==> src/sram_page_pkg.sv <==
// constants for the sram page select register bank
package sram_page_pkg;
    // ----------------------------------------------------------------
    // register map (word indices; byte address is index times scale)
    // ----------------------------------------------------------------
    localparam logic [11:0] normal_page_addr = 12'h0D0;
    localparam logic [11:0] stack_page_addr = 12'h0D1;
    localparam logic [11:0] page_index_scale = 12'h004;
    localparam logic [11:0] ctrl_addr = 12'h0E0;
    // ----------------------------------------------------------------
    // fields and reset values
    // ----------------------------------------------------------------
    localparam int page_width = 3;
    localparam int offset_width = 8;
    localparam int addr_width = page_width + offset_width;
    localparam logic [2:0] page_reset = 3'h0;
    localparam logic [31:0] read_zero = 32'h0000_0000;
    localparam int ctrl_multi_bit = 0;
    localparam logic ctrl_multi_reset = 1'h0;
    localparam logic [2:0] sole_page = 3'h0;
endpackage : sram_page_pkg

==> src/page_mux.sv <==
// page selection and sram address forming
`timescale 1ns/1ps
module page_mux (
    // page pointers and mode
    input wire logic [2:0] normal_page,
    input wire logic [2:0] stack_page,
    input wire logic multi_page,
    // access request
    input wire logic stack_access,
    input wire logic [7:0] offset,
    // result
    output logic [10:0] sram_addr
);
    logic [2:0] page;

    always_comb
    begin
        // single page ignores pointer
        // single page ignores stack pointer
        if (!multi_page)
            page = sram_page_pkg::sole_page;
        // stack uses stack field
        else if (stack_access)
            page = stack_page;
        // ordinary uses normal field
        else
            page = normal_page;
        // page above offset
        sram_addr = {page, offset};
    end
endmodule : page_mux

==> src/sram_page_select.sv <==
// apb register bank holding the normal and stack sram page pointers
// Function
// ordinary sram accesses go to the page in the normal field
// stack accesses go to the page in the stack field
// normal field only matters when more than one page exists
// stack field only matters when more than one page exists
// software writes zero into unused upper register bits
// sram address is selected page above the 8-bit offset
//
// Decided for this implementation: the APB interface to the registers.
`timescale 1ns/1ps
module sram_page_select (
    // clock, reset, enable
    input wire logic pclk,
    input wire logic presetn,
    input wire logic clk_en,
    // apb slave
    input wire logic psel,
    input wire logic penable,
    input wire logic pwrite,
    input wire logic [11:0] paddr,
    input wire logic [31:0] pwdata,
    input wire logic [3:0] pstrb,
    output logic [31:0] prdata,
    output logic pready,
    output logic pslverr,
    // sram access path
    input wire logic access_valid,
    input wire logic stack_access,
    input wire logic [7:0] access_offset,
    output logic [10:0] sram_addr,
    output logic sram_addr_valid
);
    // ------------------------------------------------------------
    // state
    // ------------------------------------------------------------
    logic [2:0] normal_page_select;
    logic [2:0] stack_page_select;
    logic multi_page;
    logic [10:0] next_sram_addr;
    logic setup;
    logic wr;
    logic hit;
    logic sel_normal;
    logic sel_stack;
    logic sel_ctrl;

    // offsets are word indices; the bus carries byte addresses
    function automatic logic [11:0] byte_addr(input logic [11:0] idx);
        byte_addr = 12'(idx * sram_page_pkg::page_index_scale);
    endfunction : byte_addr

    // ------------------------------------------------------------
    // address decode
    // ------------------------------------------------------------
    assign sel_normal = (paddr == byte_addr(sram_page_pkg::normal_page_addr));
    assign sel_stack = (paddr == byte_addr(sram_page_pkg::stack_page_addr));
    assign sel_ctrl = (paddr == byte_addr(sram_page_pkg::ctrl_addr));
    assign hit = sel_normal || sel_stack || sel_ctrl;

    // no wait state: setup cycle raises pready, access completes next edge
    assign setup = psel && !penable;
    assign wr = psel && penable && pready && pwrite && hit && pstrb[0];

    // ------------------------------------------------------------
    // apb handshake
    // ------------------------------------------------------------
    always_ff @(posedge pclk or negedge presetn)
    begin
        if (!presetn)
        begin
            pready <= 1'b0;
            pslverr <= 1'b0;
            prdata <= sram_page_pkg::read_zero;
        end
        else if (clk_en)
        begin
            pready <= setup;
            pslverr <= setup && !hit;
            prdata <= sram_page_pkg::read_zero;
            if (setup && !pwrite)
            begin
                // upper bits read as zero
                if (sel_normal)
                    prdata <= {29'h0000000, normal_page_select};
                else if (sel_stack)
                    prdata <= {29'h0000000, stack_page_select};
                else if (sel_ctrl)
                    prdata <= {31'h00000000, multi_page};
                else
                    prdata <= sram_page_pkg::read_zero;
            end
        end
    end

    // ------------------------------------------------------------
    // page registers
    // ------------------------------------------------------------
    always_ff @(posedge pclk or negedge presetn)
    begin
        if (!presetn)
        begin
            normal_page_select <= sram_page_pkg::page_reset;
            stack_page_select <= sram_page_pkg::page_reset;
            multi_page <= sram_page_pkg::ctrl_multi_reset;
        end
        else if (clk_en && wr)
        begin
            // upper bits are dropped, software writes them zero
            // unmapped places and lane 0 off never reach here
            if (sel_normal)
                normal_page_select <= pwdata[2:0];
            else if (sel_stack)
                stack_page_select <= pwdata[2:0];
            else if (sel_ctrl)
                multi_page <= pwdata[sram_page_pkg::ctrl_multi_bit];
        end
    end

    // ------------------------------------------------------------
    // address path
    // ------------------------------------------------------------
    // concatenate page and offset
    page_mux page_mux_inst (
        .normal_page(normal_page_select),
        .stack_page(stack_page_select),
        .multi_page(multi_page),
        .stack_access(stack_access),
        .offset(access_offset),
        .sram_addr(next_sram_addr)
    );

    // registered so the output is a flop; costs one cycle of latency
    always_ff @(posedge pclk or negedge presetn)
    begin
        if (!presetn)
        begin
            sram_addr <= 11'h000;
            sram_addr_valid <= 1'b0;
        end
        else if (clk_en)
        begin
            sram_addr <= next_sram_addr;
            sram_addr_valid <= access_valid;
        end
    end

    // ------------------------------------------------------------
    // checks
    // ------------------------------------------------------------
    // normal access uses normal page when multi
    normal_route_a: assert property (@(posedge pclk) disable iff (!presetn)
        clk_en && access_valid && !stack_access && multi_page
        |=> sram_addr[10:8] == $past(normal_page_select))
        else $error("normal access on wrong page");
    // stack access uses stack page when multi
    stack_route_a: assert property (@(posedge pclk) disable iff (!presetn)
        clk_en && access_valid && stack_access && multi_page
        |=> sram_addr[10:8] == $past(stack_page_select))
        else $error("stack access on wrong page");
    // single page ignores normal pointer
    single_normal_a: assert property (@(posedge pclk) disable iff (!presetn)
        clk_en && access_valid && !stack_access && !multi_page
        |=> sram_addr[10:8] == sram_page_pkg::sole_page)
        else $error("single page normal access not page 0");
    // single page ignores stack pointer
    single_stack_a: assert property (@(posedge pclk) disable iff (!presetn)
        clk_en && access_valid && stack_access && !multi_page
        |=> sram_addr[10:8] == sram_page_pkg::sole_page)
        else $error("single page stack access not page 0");
    // offset lands in low bits
    offset_low_a: assert property (@(posedge pclk) disable iff (!presetn)
        clk_en && access_valid
        |=> sram_addr[7:0] == $past(access_offset))
        else $error("offset not in low address bits");
    // written normal page value held
    write_hold_a: assert property (@(posedge pclk) disable iff (!presetn)
        clk_en && wr && sel_normal
        |=> normal_page_select == $past(pwdata[2:0]))
        else $error("normal page write lost");
    // written stack page value held
    stack_write_a: assert property (@(posedge pclk) disable iff (!presetn)
        clk_en && wr && sel_stack
        |=> stack_page_select == $past(pwdata[2:0]))
        else $error("stack page write lost");
    // normal page reads back
    normal_read_a: assert property (@(posedge pclk) disable iff (!presetn)
        clk_en && setup && !pwrite && sel_normal
        |=> prdata == {29'h0000000, $past(normal_page_select)})
        else $error("normal page read wrong");
    // stack page reads back
    stack_read_a: assert property (@(posedge pclk) disable iff (!presetn)
        clk_en && setup && !pwrite && sel_stack
        |=> prdata == {29'h0000000, $past(stack_page_select)})
        else $error("stack page read wrong");
    // answer comes one cycle after setup
    ready_after_setup_a: assert property (@(posedge pclk) disable iff (!presetn)
        clk_en && setup
        |=> pready)
        else $error("pready missing after setup");
    // pready stands for one cycle only
    ready_pulse_a: assert property (@(posedge pclk) disable iff (!presetn)
        clk_en && pready
        |=> !pready)
        else $error("pready held too long");
    // error flag only for unmapped places
    error_decode_a: assert property (@(posedge pclk) disable iff (!presetn)
        clk_en && setup
        |=> pslverr == !$past(hit))
        else $error("pslverr does not match decode");
    // unmapped write leaves every register alone
    unmapped_write_a: assert property (@(posedge pclk) disable iff (!presetn)
        clk_en && psel && penable && pready && pwrite && !hit
        |=> $stable(normal_page_select) && $stable(stack_page_select) && $stable(multi_page))
        else $error("unmapped write changed a register");
    // write with lane 0 off is ignored
    strobe_off_a: assert property (@(posedge pclk) disable iff (!presetn)
        clk_en && psel && penable && pready && pwrite && !pstrb[0]
        |=> $stable(normal_page_select) && $stable(stack_page_select) && $stable(multi_page))
        else $error("write without lane 0 changed a register");
    // valid flag follows the request by one cycle
    valid_follow_a: assert property (@(posedge pclk) disable iff (!presetn)
        clk_en
        |=> sram_addr_valid == $past(access_valid))
        else $error("sram_addr_valid out of step");
endmodule : sram_page_select
==> config.mk <==
export PLATFORM = sky130hd
export DESIGN_NAME = sram_page_select
export DESIGN_NICKNAME = d
export VERILOG_FILES = /design/src/sram_page_pkg.sv /design/src/page_mux.sv /design/src/sram_page_select.sv
export SDC_FILE = /design/constraint.sdc
export NUM_CORES = 1
export LEC_CHECK = 0
export ABC_AREA = 1
export BUFFER_PORTS_ARGS = -buffer_cell sky130_fd_sc_hd__buf_2
export CAP_MARGIN = 25
export CORE_UTILIZATION = 43
export DETAILED_ROUTE_END_ITERATION = 7
export PLACE_DENSITY = 0.87
export SLEW_MARGIN = 0
export SYNTH_ARGS = -nofsm -noshare
export SYNTH_HDL_FRONTEND = slang
export SYNTH_SLANG_ARGS = --single-unit
export TNS_END_PERCENT = 50
==> constraint.sdc <==
create_clock -name pclk -period 3.8 [get_ports pclk]
set_clock_uncertainty 0.2 [all_clocks]
set_input_delay 0.76 -clock pclk [delete_from_list [all_inputs] [get_ports pclk]]
set_output_delay 0.76 -clock pclk [all_outputs]
set_load 0.05 [all_outputs]
==> results.sh <==
export IMPL_ant_nets=0
export IMPL_post_drt_wl_per_cell_um=10.14
export IMPL_slew_violations=0
export IMPL_cts_tree="built"
export IMPL_maxSlewHeadroom=0.6482
export IMPL_drive_above_1_share=0.2645
export IMPL_synth_cell_types=20
export IMPL_netlist_instances=193
export IMPL_htreeDepth=1
export IMPL_outcome="finished, final reports clean"
export IMPL_pin_count=110
export IMPL_viasPerCell=4.462
export IMPL_finalCriticalPeriod_ns=1.974
export IMPL_synth_seq_cells=24
export IMPL_num_fill_cells=300
export IMPL_worst_slew_pin_slew_ns=0.5277
export IMPL_worstSkewPairLatency_ns=0.32
export IMPL_fp_dieW_um=60.05
export IMPL_antenna_cells=0
export IMPL_clockBufferDepth=2
export IMPL_p_leak_nw=0.9984
export IMPL_seq_area_um2=600.6
export IMPL_area_growth_pct=15.63
export IMPL_drcViolationCount=0
export IMPL_antenna_found_initial=0
export IMPL_critPathArrivalTime_ns=1.01
export IMPL_grt_use_total=0.1706
export IMPL_initial_core_util=0.4632
export IMPL_ys_seq_area_frac=0.4145
export IMPL_cp_num_buf_inv=1
export IMPL_die_h_um=60.05
export IMPL_setup_ws_ns=1.826
export IMPL_synth_area_leaders="dfrtp_1 41%, nand2_1 19%, buf_4 15%"
export IMPL_cpPeakStageDelay_ns=0.41
export IMPL_power_total_mw=0.6369
export IMPL_grt_setup_unrepaired="false"
export IMPL_fin_nets=307
export IMPL_clockRootBuffer="clkbuf_4"
export IMPL_grt_max_degree=25
export IMPL_cts_setup_buffers=0
export IMPL_critPathTopFamily="flip-flops"
export IMPL_ctsHoldBuffers=0
export IMPL_crit_required_ns=2.84
export IMPL_dp_hpwl_mm=2.275
export IMPL_die_area_mm2=0.003605
export IMPL_powerDensity_mw_per_mm2=380.1
export IMPL_timing_final_crit_share=0.5194
export IMPL_maxCapViolations=0
export IMPL_yosys_warnings=0
export IMPL_core_mm2=0.003128
export IMPL_routed_wirelength_mm=2.900
export IMPL_synth_area_mm2=0.001449
export IMPL_dr_total_vias=1276
export IMPL_setup_tns_final_ns=0
export IMPL_place_congestion=0.9126
export IMPL_avgSynthCellArea_um2=7.507
export IMPL_r2r_slack_ns=2.33
export IMPL_slowest_stage="dfrtp_1"
export IMPL_setup_viol=0
export IMPL_cp_start_kind="flip-flop"
export IMPL_firstDrtPassIters=4
export IMPL_end_kind="output port"
export IMPL_clk_pin_slew_ns=0.13
export IMPL_synth_top_cell_by_area="dfrtp_1"
export IMPL_cts_resized=0
export IMPL_multi_input_area_um2=663.1
export IMPL_worst_ir_drop_vdd_mv=0.1494
export IMPL_hold_path_class="in -> async"
export IMPL_numCtsBuffers=3
export IMPL_final_hold_violation_count=0
export IMPL_pre_cts_ws_ns=1.697
export IMPL_path_class="reg -> out"
export IMPL_drt_iter0_drc=45
export IMPL_grt_pass1_wl_mm=4.712
export IMPL_row_count=20
export IMPL_crit_path_cell_trace="buf_2"
export IMPL_grt_overflow_total=0
export IMPL_first_global_vias=1144
export IMPL_cp_max_fo=3
export IMPL_max_clock_freq_mhz=506.6
export IMPL_io_buffers=48
export IMPL_synth_top_area_share=0.4145
export IMPL_cts_sinks=24
## metal layers
layer / GRT usage / part of all wire / vias up
li1: - / - / 634
met1: 0.2000 / 0.40 / 582
met2: 0.3206 / 0.53 / 56
met3: 0.01732 / 0.061 / 4
met4: 0.05648 / 0.0086 / 0
met5: 0 / 0 / -
## layout by cell type, fill, tap and decap left out, drive strengths merged
cell,Yosys,final
nand4,8,8
o31ai,3,3
bufinv,0,1
or2,1,1
nand2,77,77
inv,16,16
o21ai,1,1
nor2,21,21
dfrtp,24,24
clkbuf,1,3
clkinv,1,1
nand3b,1,1
conb,1,29
buf,30,48
nand3,8,8
## cell type report
| type | count | area share |
|---|---|---|
| flip-flops and latches | 24 | 0.3585 |
| repair buffers | 48 | 0.1434 |
| inverters | 17 | 0.03809 |
| multi-input cells | 149 | 0.3958 |
| clock buffers | 3 | 0.01344 |
| clock inverters | 1 | 0.01792 |
| well taps | 44 | 0.03286 |
## power breakdown
part	switching (mW)	internal [mW]
Clock	0.0801	0.107
Combinational	0.145	0.0303
Sequential	0.00668	0.268
Total	0.232	0.405
## synth_stat cells
master / n
nand2_1: 75
buf_4: 29
dfrtp_1: 24
inv_1: 16
nor2_1: 15
nand4_1: 8
nand3_1: 5
nand3_2: 3
nor2_2: 3
nor2_4: 3
o31ai_1: 3
buf_2: 1
clkbuf_1: 1
clkinv_1: 1
conb_1: 1
nand2_2: 1
nand2_4: 1
nand3b_1: 1
o21ai_0: 1
or2_2: 1
## per-stage QoR
| stage | hold slack, ns | area, µm² | std cells | utilization |
|---|---|---|---|---|
| floorplan | 0.2636 | 1554 | 221 | - |
| global placement | 0.2492 | 1623 | 282 | 0.5188 |
| detailed placement | 0.2548 | 1623 | 282 | 0.5188 |
| CTS | 0.1969 | 1675 | 286 | 0.5356 |
| global route | 0.2135 | 1675 | 286 | 0.5356 |
| finish | 0.1936 | 1675 | 286 | 0.5356 |
## cell families (layout without fill, tap and decap cells)
group,count (synthesis),count (layout),synth area share
buffers and inverters,48,69,0.2003
AND/OR/NAND/NOR,116,116,0.3636
AO/OA/AOI/OAI,4,4,0.01899
other,1,29,0.002588
flip-flops,24,24,0.4145
## flip-flops by register name, indices dropped and copies added (netlist names)
| signal | flops |
|---|---|
| pslverr | 1 |
| sram_addr | 11 |
| prdata | 3 |
| multi_page | 1 |
| stack_page_select | 3 |
| normal_page_select | 3 |
| pready | 1 |
| sram_addr_valid | 1 |
## path summary, 6_finish.rpt
kind	startpoint	to	cells after the start
worst max-delay path	pready	pready	1
worst min-delay path	presetn	sram_addr[6]	1
worst max register to register	pready	stack_page_select[2]	5
worst min register to register	sram_addr[6]	sram_addr[6]	2
max in group asynchronous	presetn	normal_page_select[2]	1
min in group pclk	sram_addr[6]	sram_addr[6]	2
Note: power is estimated with default switching activity, not from simulation.
